==> src/core/sfsl_defines.vh <==
// Register offsets, bit positions and reset values of the status latch bank
// Notes on behaviour
// [RL1] The ground-good flag, live register 01h bit 3, is low whenever the ground pin is open.
// [RL2] The supply-good flag, 01h bit 4, is low under lockout or any reference, ground or supply overvoltage fault.
// [RL3] The reverse-good flag, 01h bit 5, is low whenever excessive reverse voltage is seen across the OR-ing transistor.
// [RL4] The OR-ing-ready flag, 01h bit 6, is the AND of pulse presence, power-enable good, load voltage good and reverse good.
// [RL5] The share-good flag, 01h bit 7, is low whenever share accuracy is out of limits.
// [RL6] The fault-latch flag, 02h bit 0, sets once an overvoltage, undervoltage or overcurrent shutdown occurs.
// [RL7] The pulse-present flag, 02h bit 1, is high while pulses are seen on the first AC sense input.
// [RL8] The overcurrent-pending flag, 02h bit 2, is high once overcurrent is sensed and its timer runs.
// [RL9] Register 02h bits 3 to 7 mirror the DC-good, power-on link, power-enable, power-on request and AC sense pins.
// [RL10] Register 2Ah holds sticky copies of monitors five down to one, overcurrent timeout, undervoltage and overvoltage.
// [RL11] Register 2Bh holds sticky supply overvoltage, reference, ground, supply, reverse, OR-ing and share faults.
// [RL12] Register 2Ch holds sticky fault latch, missing pulses, overcurrent pending and the four pin and AC sense faults.
// [RL13] A sticky flag clears when read unless its fault is still present at the read.
// [RL14] The host should keep re-reading sticky flags until they read clear.
// [RL15] Register 01h bits 0 to 2 report supply overvoltage and both reference-good flags, feeding 2Bh bits 0 to 2.
// [RL16] Register 00h bits 0 to 7 report live monitors, overcurrent timeout, undervoltage and overvoltage, feeding 2Ah.
// [RL17] Host writes are ignored and only reads of sticky registers clear anything.
`ifndef SFSL_DEFINES_VH
`define SFSL_DEFINES_VH
`define SFSL_ADDR_W 8
`define SFSL_OFS_MON_LIVE 8'h00
`define SFSL_OFS_HEALTH_LIVE 8'h01
`define SFSL_OFS_PIN_LIVE 8'h02
`define SFSL_OFS_MON_STICKY 8'h2A
`define SFSL_OFS_HEALTH_STICKY 8'h2B
`define SFSL_OFS_PIN_STICKY 8'h2C
`define SFSL_STICKY_RESET 8'h00
`define SFSL_LIVE_FAULT_LATCH_RESET 1'b0
`define SFSL_UNMAPPED_READ 8'h00
`endif

==> src/core/sfsl_status_bank.v <==
// Live and sticky supply fault status registers with read-to-clear
`timescale 1ns/1ps
`default_nettype none
`include "sfsl_defines.vh"
module sfsl_status_bank (
  // Clock and reset
  input wire ref_clk,
  input wire reset_n,
  // Register read and write port from the serial management slave
  input wire [7:0] reg_addr,
  input wire reg_rd,
  input wire reg_wr,
  input wire [7:0] reg_wdata,
  output reg [7:0] reg_rdata,
  // Raw detector conditions, asynchronous to ref_clk
  input wire [4:0] monitor_in,
  input wire ocp_timeout_in,
  input wire uv_fault_in,
  input wire ov_fault_in,
  input wire supply_ov_in,
  input wire ext_ref_good_in,
  input wire int_ref_good_in,
  input wire ground_open_in,
  input wire supply_uvlo_in,
  input wire reverse_excess_in,
  input wire power_enable_good_in,
  input wire load_voltage_good_in,
  input wire share_out_of_limit_in,
  input wire ocp_sensed_in,
  input wire first_ac_sense_pulses_in,
  // Pin levels to mirror
  input wire dc_output_good_pin,
  input wire power_on_link_pin,
  input wire power_enable_pin,
  input wire power_on_request_pin,
  input wire first_ac_sense_input,
  // Live status for other device logic
  output wire supply_good,
  output reg fault_latch
);
  // Raw inputs that cross into the clock domain, and the sticky registers
  localparam NSYNC = 24;
  localparam NSTICKY = 3;

  // Register address match, shared by the clear strobes and the read mux;
  // it keeps the compare width fixed at eight bits
  function addr_is;
    input [7:0] addr;
    input [7:0] offset;
    begin
      addr_is = (addr == offset);
    end
  endfunction

  // Every raw input in one bus; the order fixes the slices taken below
  wire [NSYNC-1:0] raw_in;
  wire [NSYNC-1:0] sync_out;
  assign raw_in = {monitor_in, ocp_timeout_in, uv_fault_in, ov_fault_in,
    supply_ov_in, ext_ref_good_in, int_ref_good_in, ground_open_in,
    supply_uvlo_in, reverse_excess_in, power_enable_good_in,
    load_voltage_good_in, share_out_of_limit_in, ocp_sensed_in,
    first_ac_sense_pulses_in, dc_output_good_pin, power_on_link_pin,
    power_enable_pin, power_on_request_pin, first_ac_sense_input};

  // Detectors and pins are asynchronous; two flops per bit before any use.
  // Only the second stage is read, so a metastable first stage never leaks.
  // Write strobe and data are same-clock and take no part here
  genvar gi;
  generate
    for (gi = 0; gi < NSYNC; gi = gi + 1)
    begin : g_sync
      reg stage_a;
      reg stage_b;
      always @(posedge ref_clk or negedge reset_n)
      begin
        if (!reset_n)
        begin
          stage_a <= 1'h0;
          stage_b <= 1'h0;
        end
        else
        begin
          stage_a <= raw_in[gi];
          stage_b <= stage_a;
        end
      end
      assign sync_out[gi] = stage_b;
    end
  endgenerate

  // Synchronised conditions
  wire [4:0] mon_s = sync_out[23:19];
  wire ocpto_s = sync_out[18];
  wire uv_s = sync_out[17];
  wire ov_s = sync_out[16];
  wire vddov_s = sync_out[15];
  wire extref_s = sync_out[14];
  wire intref_s = sync_out[13];
  wire gndopen_s = sync_out[12];
  wire uvlo_s = sync_out[11];
  wire revx_s = sync_out[10];
  wire penok_s = sync_out[9];
  wire loadok_s = sync_out[8];
  wire shbad_s = sync_out[7];
  wire ocps_s = sync_out[6];
  wire pulse_s = sync_out[5];
  wire [4:0] pins_s = sync_out[4:0];

  // The synchroniser shows zeros for two edges after reset, which reads as
  // lost references and low pins; stickies collect only once it is full.
  // Two stages of fill match the two synchroniser stages
  reg [1:0] fill;
  always @(posedge ref_clk or negedge reset_n)
  begin
    if (!reset_n)
      fill <= 2'h0;
    else
      fill <= {fill[0], 1'h1};
  end
  wire settled = fill[1];

  // Live health flags
  wire gnd_good = ~gndopen_s; // [RL1]
  // Ground open also counts as a power management fault
  assign supply_good = ~(uvlo_s | vddov_s | ~extref_s | ~intref_s
    | gndopen_s); // [RL2]
  wire reverse_good = ~revx_s; // [RL3]
  wire orfet_ready = pulse_s & penok_s & loadok_s & reverse_good; // [RL4]
  wire share_good = ~shbad_s; // [RL5]

  // Fault latch holds until reset; the power stage restarts the device.
  // A user must reset the block to clear it; a read does not
  always @(posedge ref_clk or negedge reset_n)
  begin
    if (!reset_n)
      fault_latch <= `SFSL_LIVE_FAULT_LATCH_RESET;
    else if (ov_s | uv_s | ocpto_s)
      fault_latch <= 1'h1; // [RL6]
  end

  // Live registers; pins in bits 3 to 7 follow their levels
  wire [7:0] mon_live = {ov_s, uv_s, ocpto_s, mon_s[0], mon_s[1],
    mon_s[2], mon_s[3], mon_s[4]}; // [RL16]
  wire [7:0] health_live = {share_good, orfet_ready, reverse_good,
    supply_good, gnd_good, intref_s, extref_s, vddov_s}; // [RL15]
  wire [7:0] pin_live = {pins_s[0], pins_s[1], pins_s[2], pins_s[3],
    pins_s[4], ocps_s, pulse_s, fault_latch}; // [RL7] [RL8] [RL9]

  // Sticky sources, high while bad; monitors five down to one land in
  // bits 0 to 4, the same places as in the live register
  wire [7:0] mon_fault = mon_live; // [RL10]
  wire [7:0] health_fault = {~health_live[7:4], ~gnd_good,
    ~intref_s, ~extref_s, vddov_s}; // [RL11]
  wire [7:0] pin_fault = {~pin_live[7:3], ocps_s, ~pulse_s,
    fault_latch}; // [RL12]

  // Sticky registers, packed three bytes wide
  wire [8*NSTICKY-1:0] sticky_src;
  wire [NSTICKY-1:0] sticky_rd;
  wire [8*NSTICKY-1:0] sticky_val;
  assign sticky_src = settled ? {pin_fault, health_fault, mon_fault}
    : {8*NSTICKY{1'h0}};
  // Writes never reach any register; only sticky reads clear anything.
  // The write strobe and data are left unused inside on purpose
  assign sticky_rd[0] = reg_rd
    && addr_is(reg_addr, `SFSL_OFS_MON_STICKY); // [RL17]
  assign sticky_rd[1] = reg_rd
    && addr_is(reg_addr, `SFSL_OFS_HEALTH_STICKY); // [RL17]
  assign sticky_rd[2] = reg_rd
    && addr_is(reg_addr, `SFSL_OFS_PIN_STICKY); // [RL17]

  // One clear-on-read register per sticky byte
  genvar si;
  generate
    for (si = 0; si < NSTICKY; si = si + 1)
    begin : g_sticky
      sfsl_sticky_reg #(
        .WIDTH(8)
      ) u_sticky (
        .ref_clk(ref_clk),
        .reset_n(reset_n),
        .fault_now(sticky_src[8*si+7:8*si]),
        .read_hit(sticky_rd[si]),
        .sticky(sticky_val[8*si+7:8*si])
      );
    end
  endgenerate

  // Byte views of the packed sticky buses
  wire [7:0] mon_src = sticky_src[7:0];
  wire [7:0] health_src = sticky_src[15:8];
  wire [7:0] pin_src = sticky_src[23:16];
  wire [7:0] mon_sticky = sticky_val[7:0];
  wire [7:0] health_sticky = sticky_val[15:8];
  wire [7:0] pin_sticky = sticky_val[23:16];

  // Read mux; a sticky byte is shown together with the fault seen in the
  // read cycle, since the register itself only takes that fault a cycle on
  reg [7:0] next_rdata;
  always @*
  begin
    next_rdata = `SFSL_UNMAPPED_READ;
    if (addr_is(reg_addr, `SFSL_OFS_MON_LIVE))
      next_rdata = mon_live;
    else if (addr_is(reg_addr, `SFSL_OFS_HEALTH_LIVE))
      next_rdata = health_live;
    else if (addr_is(reg_addr, `SFSL_OFS_PIN_LIVE))
      next_rdata = pin_live;
    else if (addr_is(reg_addr, `SFSL_OFS_MON_STICKY))
      next_rdata = mon_sticky | mon_src; // [RL13]
    else if (addr_is(reg_addr, `SFSL_OFS_HEALTH_STICKY))
      next_rdata = health_sticky | health_src; // [RL13]
    else if (addr_is(reg_addr, `SFSL_OFS_PIN_STICKY))
      next_rdata = pin_sticky | pin_src; // [RL13]
  end

  // Read data is registered on the strobe and holds until the next read
  always @(posedge ref_clk or negedge reset_n)
  begin
    if (!reset_n)
      reg_rdata <= `SFSL_UNMAPPED_READ;
    else if (reg_rd)
      reg_rdata <= next_rdata; // [RL17]
  end
endmodule
`default_nettype wire

==> src/core/sfsl_sticky_reg.v <==
// One eight-bit sticky register that clears on read unless the fault persists
`timescale 1ns/1ps
`default_nettype none
`include "sfsl_defines.vh"
module sfsl_sticky_reg #(
  parameter WIDTH = 8
) (
  // Clock and reset
  input wire ref_clk,
  input wire reset_n,
  // Fault conditions, high while bad
  input wire [WIDTH-1:0] fault_now,
  // Read strobe for this register
  input wire read_hit,
  // Sticky value
  output reg [WIDTH-1:0] sticky
);
  // Set wins over the read clear, so an event in the read cycle is kept
  always @(posedge ref_clk or negedge reset_n)
  begin
    if (!reset_n)
      sticky <= `SFSL_STICKY_RESET;
    else if (read_hit)
      sticky <= fault_now; // [RL13]
    else
      sticky <= sticky | fault_now;
  end
endmodule
`default_nettype wire

==> config.mk <==
export PLATFORM = sky130hd
export DESIGN_NAME = sfsl_status_bank
export DESIGN_NICKNAME = d
export VERILOG_FILES = /design/src/core/sfsl_status_bank.v /design/src/core/sfsl_sticky_reg.v
export VERILOG_INCLUDE_DIRS = /design/src /design/src/core
export SDC_FILE = /design/constraint.sdc
export NUM_CORES = 1
export LEC_CHECK = 0
export BUFFER_PORTS_ARGS = -buffer_cell sky130_fd_sc_hd__buf_2
export CAP_MARGIN = 20
export CORE_MARGIN = 3
export CORE_UTILIZATION = 30
export DETAILED_ROUTE_END_ITERATION = 12
export PLACE_DENSITY_LB_ADDON = 0.2
export SETUP_SLACK_MARGIN = 0.05
export SYNTH_ARGS = -nofsm -noshare
export SYNTH_HDL_FRONTEND = slang
export SYNTH_SLANG_ARGS = --single-unit
==> constraint.sdc <==
create_clock -name ref_clk -period 2.2 [get_ports ref_clk]
set_clock_uncertainty 0.2 [all_clocks]
set_input_delay 0.33 -clock ref_clk [delete_from_list [all_inputs] [get_ports ref_clk]]
set_output_delay 0.33 -clock ref_clk [all_outputs]
set_load 0.02 [all_outputs]
==> flow_summary.toml, run 1 <==
[timing]
max_freq_ghz = 0.519
fin_crit_sh_pct = 87.7
slew_violations = 0
rsz0062_at_grt = "false"
post-route-min-period_ns = 1.93
slew_headroom_pct = 63.8
tightest_slew_ns = 0.543
setup_tns_ns = 0
finalHoldViolCount = 0
setup_violations = 0

[setup_path]
criticalPathCategory = "reg -> reg"
rr_worst_depth = 6
arrival_ns = 2.00
worstSetupStartpointType = "flip-flop"
cp_max_fo = 17
timing.rr.start = "fill[1]$_DFF_PN0_"
rr_endpoint = "reg_rdata[2]$_DFFE_PN0P_"
r2r_setup_slack_ns = 0.27
end_kind = "flip-flop"
cp.required_ns = 2.28

[place]
dpl_cell_area_um2 = 3610
dp.cells = 437
place_hpwl_um = 5080
port-buffer-count = 44
gp_congestion = 0.851

[layout]
final_util_pct = 41.0
final_area_um2 = 4080
mostFrequentLayoutCells = "dfrtp_1, buf_2, dlygate4sd3_1"
finalNetCount = 384
layout_commonest_cell = "dfrtp_1"
syn_to_final_growth_pct = 30.1
final_cell_count_no_fill = 478
n_antenna_cell = 0
drive_gt1_share_pct = 22.9

[grt]
antenna_found_initial = 0
grt_use_total_pct = 13.1
grt_max_degree = 35
grt.overflow.total = 0
grt_pass1_vias = 2197
grt_pass1_wl_um = 11600

[floorplanning]
coreArea_um2 = 9950
dieArea_um2 = 11700
num_rows = 36
die_h_um = 108
initial_utilization_pct = 31.5
ios = 54
dieWidth_um = 108

[hold_path]
hold_path_startpoint = "g_sync[23].stage_a$_DFF_PN0_"
worstHoldPathType = "reg -> reg"
min_to = "g_sync[23].stage_b$_DFF_PN0_"
hold_depth = 0

[drt]
wl_um = 7120
drt_iter0_markers = 73
drc_errors = 0
post_drt_via_cell_ratio = 4.66
num_vias = 2226
dr.pass1.iters = 4
ant_nets = 0
wire_per_inst_um = 14.9

[power_and_ir_drop]
seqPwrFrac_pct = 52.7
p_leak_nw = 1.76
combPwrFrac_pct = 7.7
powerDensity_nw_per_um2 = 749
pwr-share-clk_pct = 39.6
swShare_pct = 22.9
p_int_mw = 2.36
ir_drop_mv = 0.256
switchingPower_mw = 0.699

[cts]
clock_latency_ns = 0.35
cts_resized = 0
path_clk_slew_ns = 0.08
root_buffer = "clkbuf_8"
cts_tree = "yes"
clkSinkCount = 83
htreeDepth = 3
numCtsBuffers = 9
cts_buffer_depth = 2

[synth]
syn-instance-count = 259
ys_seq_area_share_pct = 66.2
avgSynthCellArea_um2 = 12.1
ys_seq_elements = 83
ys.flop_type = "dfrtp_1"
synth_edf_count = 0
synthesis.nets = 303
synth_warnings = 0
synth-simple-area-share_pct = 10.0
synth_top_family_by_area = "compound AO/OA/AOI/OAI gates"
synth_area_um2 = 3140
synth_xor_area_share_pct = 0
synthArstFlopShare_pct = 100
synth_compound_area_share_pct = 19.7
synthMuxAreaShare_pct = 1.28
synthAdderAreaFrac_pct = 0
synth_cell_types = 41

[job]
drv_cap = 0

[status]
outcome = "finished clean"
## synth_stat cells (all sizes together), types with 3 or more instances
library cell / number / area share [%]
a21oi: 19 / 3.0
mux2i: 4 / 1.3
inv: 9 / 1.1
dfrtp: 83 / 66
buf: 3 / 0.44
nand3: 5 / 0.80
nor2b: 12 / 2.4
a211oi: 5 / 1.2
o21ai: 24 / 3.8
nor3: 5 / 1.2
a21o: 9 / 2.2
nand2: 13 / 1.6
a22o: 16 / 4.5
o22ai: 4 / 0.80
nand2b: 3 / 0.60
a32oi: 3 / 0.84
clkbuf: 10 / 1.2
nor2: 10 / 1.2
## power groups by stage
stage / Combinational [mW] / Clock, mW / Sequential [mW]
3_3_place_gp: 0.202 / 0 / 1.64
2_1_floorplan: 0.0865 / 0 / 1.63
5_1_grt: 0.260 / 1.31 / 1.62
3_5_place_dp: 0.203 / 0 / 1.64
4_1_cts: 0.237 / 1.26 / 1.61
6_report: 0.234 / 1.21 / 1.61
## worst max-delay path: stages (launching register included)
cell and delay [ns]:
dfrtp_1 0.69, buf_4 0.30, nor2b_1 0.19, nor2_1 0.07
o21ai_0 0.14, a32oi_1 0.14, o22ai_1 0.12
## worst max-delay path by stage
stage                            from                                       end  slack [ns]
global placement          reg_addr[7]  g_sticky[0].u_sticky.sticky[4]$_DFF_PN0_        0.11
floorplan                 reg_addr[4]                  reg_rdata[7]$_DFFE_PN0P_        0.33
detailed placement        reg_addr[7]  g_sticky[0].u_sticky.sticky[7]$_DFF_PN0_        0.12
CTS                 fill[1]$_DFF_PN0_                  reg_rdata[2]$_DFFE_PN0P_        0.27
global route        fill[1]$_DFF_PN0_                  reg_rdata[2]$_DFFE_PN0P_        0.06
finish              fill[1]$_DFF_PN0_                  reg_rdata[2]$_DFFE_PN0P_        0.27
## layer usage
metal | part of all wire [%] | track usage [%] | up-vias
met5 | 0 | 0 | -
met2 | 43 | 18.7 | 60
met3 | 5.5 | 3.70 | 6
met4 | 1.2 | 4.78 | 0
met1 | 50 | 19.1 | 1062
li1 | - | - | 1098
## registers in the layout, summed over array words and instances (netlist names)
signal	cells
fill	2
fault_latch	1
extref_s	1
g_sync.stage_b	23
g_sync.stage_a	24
reg_rdata	8
g_sticky.u_sticky.sticky	24
## final cells by class
class                      count  area, um2
clock buffer                  10        138
clock inverter                 6       87.6
tap                          133        166
timing repair buffer          83        603
inverter                       9       33.8
fill                         971       5870
sequential                    83       2080
multi-input combinational    154        977
## cells by family after synthesis
logic type	count (synthesis)
compound gates	92
buf+inv	22
flops	83
mux	4
simple gates	57
other cells	1
## through the flow
stage | hold slack, ns | worst slack [ns] | power, mW
floorplan | -0.166 | 0.333 | 1.72
global placement | 0.122 | 0.115 | 1.84
detailed placement | 0.127 | 0.119 | 1.85
CTS | 0.142 | 0.270 | 3.11
global route | 0.158 | 0.0618 | 3.19
finish | 0.152 | 0.271 | 3.06
## timing repair
item | 4_1_cts | 5_1_grt
hold endpoints to repair | 56 | 0
hold buffers | 25 | 0
buffers inserted | 0 | 0
(Power assumes the default switching activity.)
==> run 2: changes to the inputs <==
--- a/config.mk
+++ b/config.mk
@@ -15,4 +15,5 @@
 export SETUP_SLACK_MARGIN = 0.05
 export SYNTH_ARGS = -nofsm -noshare
 export SYNTH_HDL_FRONTEND = slang
+export SYNTH_HIERARCHICAL = 1
 export SYNTH_SLANG_ARGS = --single-unit
==> flow_summary.toml, run 2 <==
[layout]
drive_gt1_share_pct = 21.5
mostFrequentLayoutCells = "dfrtp_1, buf_2, o21ai_0, a21o_1, dlygate4sd3_1"
reg.largest.list = "g_sticky.u_sticky/sticky x24, g_sync.stage_a x24, g_sync.stage_b x23"
multi_input_area_um2 = 1010
finalNetCount = 393
n_antenna_cell = 0
syn_to_final_growth_pct = 29.2
ff_latch_area_um2 = 2080
nFillCells = 1005
layout_commonest_cell = "dfrtp_1"

[power_and_ir_drop]
powerDensity_nw_per_um2 = 734
ir_drop_mv = 0.451
p_total_mw = 2.98
p_leak_nw = 1.69

[synth]
syn-instance-count = 264
synthMuxAreaShare_pct = 0.318
synth_compound_area_share_pct = 17.5
synth_xor_area_share_pct = 0
synthAdderAreaFrac_pct = 0
synth_cell_types = 37
synth_common_cells = "dfrtp_1, a21o_1, o21ai_0"
synthesis.nets = 308
yosys.area.top_type_share_pct = 66.1
synth_area_um2 = 3140
synth_warnings = 6
ys_seq_elements = 83
ys.flop_type = "dfrtp_1"
synth_largest_area_cell = "dfrtp_1"
ys_seq_area_share_pct = 66.1
synthArstFlopShare_pct = 100
yosysMostFrequentCell = "dfrtp_1"
synth_top_family_by_area = "compound AO/OA/AOI/OAI gates"
synth.area.top_cells = "dfrtp_1, a21o_1, o21ai_0"
synth-simple-area-share_pct = 14.2
synth_edf_count = 0
avgSynthCellArea_um2 = 11.9

[timing]
slew_violations = 0
post-route-min-period_ns = 1.91
max_freq_ghz = 0.525
rsz0062_at_grt = "false"
finalHoldViolCount = 0
setup_tns_ns = 0
setup_violations = 0
fin_crit_sh_pct = 86.6

[grt]
grt_pass1_vias = 2123
grt_max_degree = 53
grt_pass1_wl_um = 11400
grt.overflow.total = 0
grt_use_total_pct = 13.0
antenna_found_initial = 0

[floorplanning]
num_rows = 36
initial_utilization_pct = 31.4
dieWidth_um = 108
ios = 54
dieArea_um2 = 11700
die_h_um = 108
coreArea_um2 = 10000

[drt]
drt_iter0_markers = 94
num_vias = 2217
wire_per_inst_um = 14.2
wl_um = 6920
ant_nets = 0
dr.pass1.iters = 4
drc_errors = 0
post_drt_via_cell_ratio = 4.56

[hold_path]
worstHoldPathType = "reg -> reg"

[cts]
clkSinkCount = 83
numCtsBuffers = 9
htreeDepth = 3
root_buffer = "clkbuf_8"
cts_buffer_depth = 2
cts_resized = 0
clock_latency_ns = 0.35
cts_tree = "yes"
path_clk_slew_ns = 0.08

[setup_path]
cp.required_ns = 1.67
criticalPathCategory = "reg -> out"
end_kind = "output pin"
arrival_ns = 1.38
worstSetupStartpointType = "flip-flop"
cp_max_fo = 3

[job]
drv_cap = 0

[status]
outcome = "finished clean"

[place]
place_hpwl_um = 4990
port-buffer-count = 44
gp_congestion = 0.806
-- run 2: worst max-delay path, cell delays in order (launching register included) --
cell and delay (ns):
dfrtp_1 0.41, nor4_1 0.27, buf_4 0.19, buf_2 0.16
-- run 2: layout make-up --
class / count / area share [%]
repair buffers: 81 / 14.2
well taps: 133 / 4.09
inverters: 7 / 0.647
clock buffers: 10 / 3.14
multi-input cells: 167 / 24.9
clock inverters: 5 / 1.94
flip-flops and latches: 83 / 51.1
-- run 2: metrics by stage --
step,instances,util [%],worst slack [ns],hold WS (ns),area [um2]
6_report,486,40.6,0.294,0.148,4060
5_1_grt,486,40.6,0.151,0.157,4060
4_1_cts,486,40.6,0.258,0.151,4060
3_5_place_dp,446,36.1,0.232,0.113,3610
3_3_place_gp,446,36.1,0.235,0.111,3610
2_1_floorplan,264,-,0.0842,-0.166,3140
-- run 2: path summary, 6_finish.rpt --
kind                                               from                           end  slack, ns  cells past startpoint
setup / recovery           g_sync[12].stage_b$_DFF_PN0_                   supply_good       0.29                      3
hold / removal                        fill[0]$_DFF_PN0_             fill[1]$_DFF_PN0_       0.15                      0
setup reg to reg                      fill[1]$_DFF_PN0_      reg_rdata[5]$_DFFE_PN0P_       0.47                      5
hold reg to reg                       fill[0]$_DFF_PN0_             fill[1]$_DFF_PN0_       0.15                      0
max in group asynchronous                       reset_n   g_sync[1].stage_a$_DFF_PN0_       0.93                      3
min in group asynchronous                       reset_n  g_sync[21].stage_a$_DFF_PN0_       0.26                      2
-- run 2: layer usage --
layer | share of wire (%) | routed length, um | GRT usage, % | vias to the layer above
met4 | 1.5 | 106 | 4.87 | 0
met2 | 45 | 3110 | 19.5 | 47
met1 | 49 | 3380 | 17.8 | 1062
li1 | - | - | - | 1099
met5 | 0 | 0 | 0 | -
met3 | 4.7 | 322 | 3.82 | 9
-- run 2: what timing repair did --
action / in CTS / in global routing
endpoints found under the setup margin: 0 / 0
buffers inserted: 0 / 0
hold buffers: 25 / 0
hold endpoints to repair: 55 / 0
-- run 2: cells by family (layout without fill, tap and decap cells) --
group | after synthesis | in the layout
AOI/OAI and AO/OA | 84 | 84
buffers and inverters | 14 | 103
and+or+nand+nor | 81 | 81
other | 1 | 1
muxes | 1 | 1
DFF | 83 | 83
-- run 2: power by group --
group / total (mW) / switching [mW] / internal [mW]
registers: 1.61 / 0.0295 / 1.58
clock network: 1.14 / 0.508 / 0.631
logic: 0.232 / 0.127 / 0.104
==> run 3: changes to the inputs <==
--- a/config.mk
+++ b/config.mk
@@ -10,6 +10,7 @@
 export CAP_MARGIN = 20
 export CORE_MARGIN = 3
 export CORE_UTILIZATION = 30
+export CTS_BUF_LIST = sky130_fd_sc_hd__clkbuf_4 sky130_fd_sc_hd__clkbuf_8
 export DETAILED_ROUTE_END_ITERATION = 12
 export PLACE_DENSITY_LB_ADDON = 0.2
 export SETUP_SLACK_MARGIN = 0.05
==> flow_summary.toml, run 3 (synthesized netlist as in run 2, its figures left out) <==
[grt]
grt_pass1_wl_um = 11400
grt.overflow.total = 0
grt_max_degree = 53
grt_use_total_pct = 13.0
antenna_found_initial = 0
grt_pass1_vias = 2127

[drt]
ant_nets = 0
drt_iter0_markers = 92
num_vias = 2224
dr.pass1.iters = 4
post_drt_via_cell_ratio = 4.58
wire_per_inst_um = 14.2
wl_um = 6920
drc_errors = 0

[hold_path]
hold_path_startpoint = "fill[0]$_DFF_PN0_"
worstHoldPathType = "reg -> reg"

[setup_path]
end_kind = "output pin"
r2r_setup_slack_ns = 0.47
worstSetupStartpointType = "flip-flop"
criticalPathCategory = "reg -> out"
cp.required_ns = 1.67
rr_worst_depth = 5
arrival_ns = 1.38
cp-endpoint = "supply_good"
timing.rr.start = "fill[1]$_DFF_PN0_"
cp_max_fo = 3
rr_endpoint = "reg_rdata[5]$_DFFE_PN0P_"
cp-startpoint = "g_sync[12].stage_b$_DFF_PN0_"

[layout]
reg.largest.list = "g_sticky.u_sticky/sticky x24, g_sync.stage_a x24, g_sync.stage_b x23"
n_antenna_cell = 0
layout_commonest_cell = "dfrtp_1"
drive_gt1_share_pct = 21.8
mostFrequentLayoutCells = "dfrtp_1, buf_2, o21ai_0, a21o_1, dlygate4sd3_1"
finalNetCount = 393
syn_to_final_growth_pct = 29.4

[cts]
clock_latency_ns = 0.35
htreeDepth = 3
numCtsBuffers = 9
cts_tree = "yes"
path_clk_slew_ns = 0.08
root_buffer = "clkbuf_8"
cts_resized = 0
cts_buffer_depth = 2
clkSinkCount = 83

[timing]
post-route-min-period_ns = 1.91
holdWs_ns = 0.148
rsz0062_at_grt = "false"
setup_tns_ns = 0
slew_violations = 0
setup_violations = 0
fin_crit_sh_pct = 86.7
max_freq_ghz = 0.524
finalHoldViolCount = 0

[place]
port-buffer-count = 44
gp_congestion = 0.806
place_hpwl_um = 4990

[floorplanning]
die_h_um = 108
num_rows = 36
initial_utilization_pct = 31.4
coreArea_um2 = 10000
dieWidth_um = 108
ios = 54
dieArea_um2 = 11700

[power_and_ir_drop]
combPwrFrac_pct = 7.7
powerDensity_nw_per_um2 = 736
switchingPower_mw = 0.666
ir_drop_mv = 0.452
p_int_mw = 2.33
swShare_pct = 22.2
seqPwrFrac_pct = 53.8
pwr-share-clk_pct = 38.5
p_leak_nw = 1.70

[job]
drv_cap = 0

[status]
outcome = "finished clean"
==> run 3: worst max-delay path, cell delays in order, from the launching register on <==
cell     delay, ns
dfrtp_1       0.41
nor4_1        0.27
buf_4         0.19
buf_2         0.16
==> run 3: area by class of cell <==
class                           instances  area (um2)
Fill cell                            1007        5930
Clock buffer                           10         131
Sequential cell                        83        2080
Tap cell                              133         166
Multi-Input combinational cell        167        1010
Timing Repair Buffer                   81         576
Inverter                                7        26.3
Clock inverter                          5        78.8
==> run 3: layer usage <==
layer  wire length [um]  GRT usage (%)  vias to the layer above
met5                  0              0                        -
met4                108           4.87                        0
met3                331           3.82                       10
met2               3100           19.5                       49
met1               3380           17.8                     1066
li1                   -              -                     1099
==> run 3: power groups by stage <==
stage	clock, mW	combinational, mW	sequential [mW]
after floorplan	0	0.0828	1.64
after global placement	0	0.200	1.64
after detailed placement	0	0.201	1.64
after CTS	1.20	0.236	1.61
after global routing	1.27	0.260	1.62
final	1.15	0.232	1.61
==> run 3: repair_timing <==
action / 4_1_cts / 5_1_grt
setup buffers: 0 / 0
hold endpoints to repair: 55 / 0
hold buffers: 25 / 0
==> run 3: how the worst min path moves through the flow <==
stage / end / depth (start not counted)
after global routing: extref_s$_DFF_PN0_ / 0
after floorplan: extref_s$_DFF_PN0_ / 0
final: fill[1]$_DFF_PN0_ / 0
after detailed placement: g_sync[21].stage_a$_DFF_PN0_ / 1
after CTS: fill[1]$_DFF_PN0_ / 0
after global placement: g_sync[21].stage_b$_DFF_PN0_ / 1
==> run 3: metrics by stage <==
step	instances	setup WS [ns]	total power, mW	utilization (%)	instance area (um2)
floorplan	264	0.0842	1.72	-	3140
global placement	446	0.235	1.84	36.1	3610
detailed placement	446	0.232	1.84	36.1	3610
CTS	486	0.258	3.04	40.7	4070
global route	486	0.151	3.14	40.7	4070
finish	486	0.293	3.00	40.7	4070
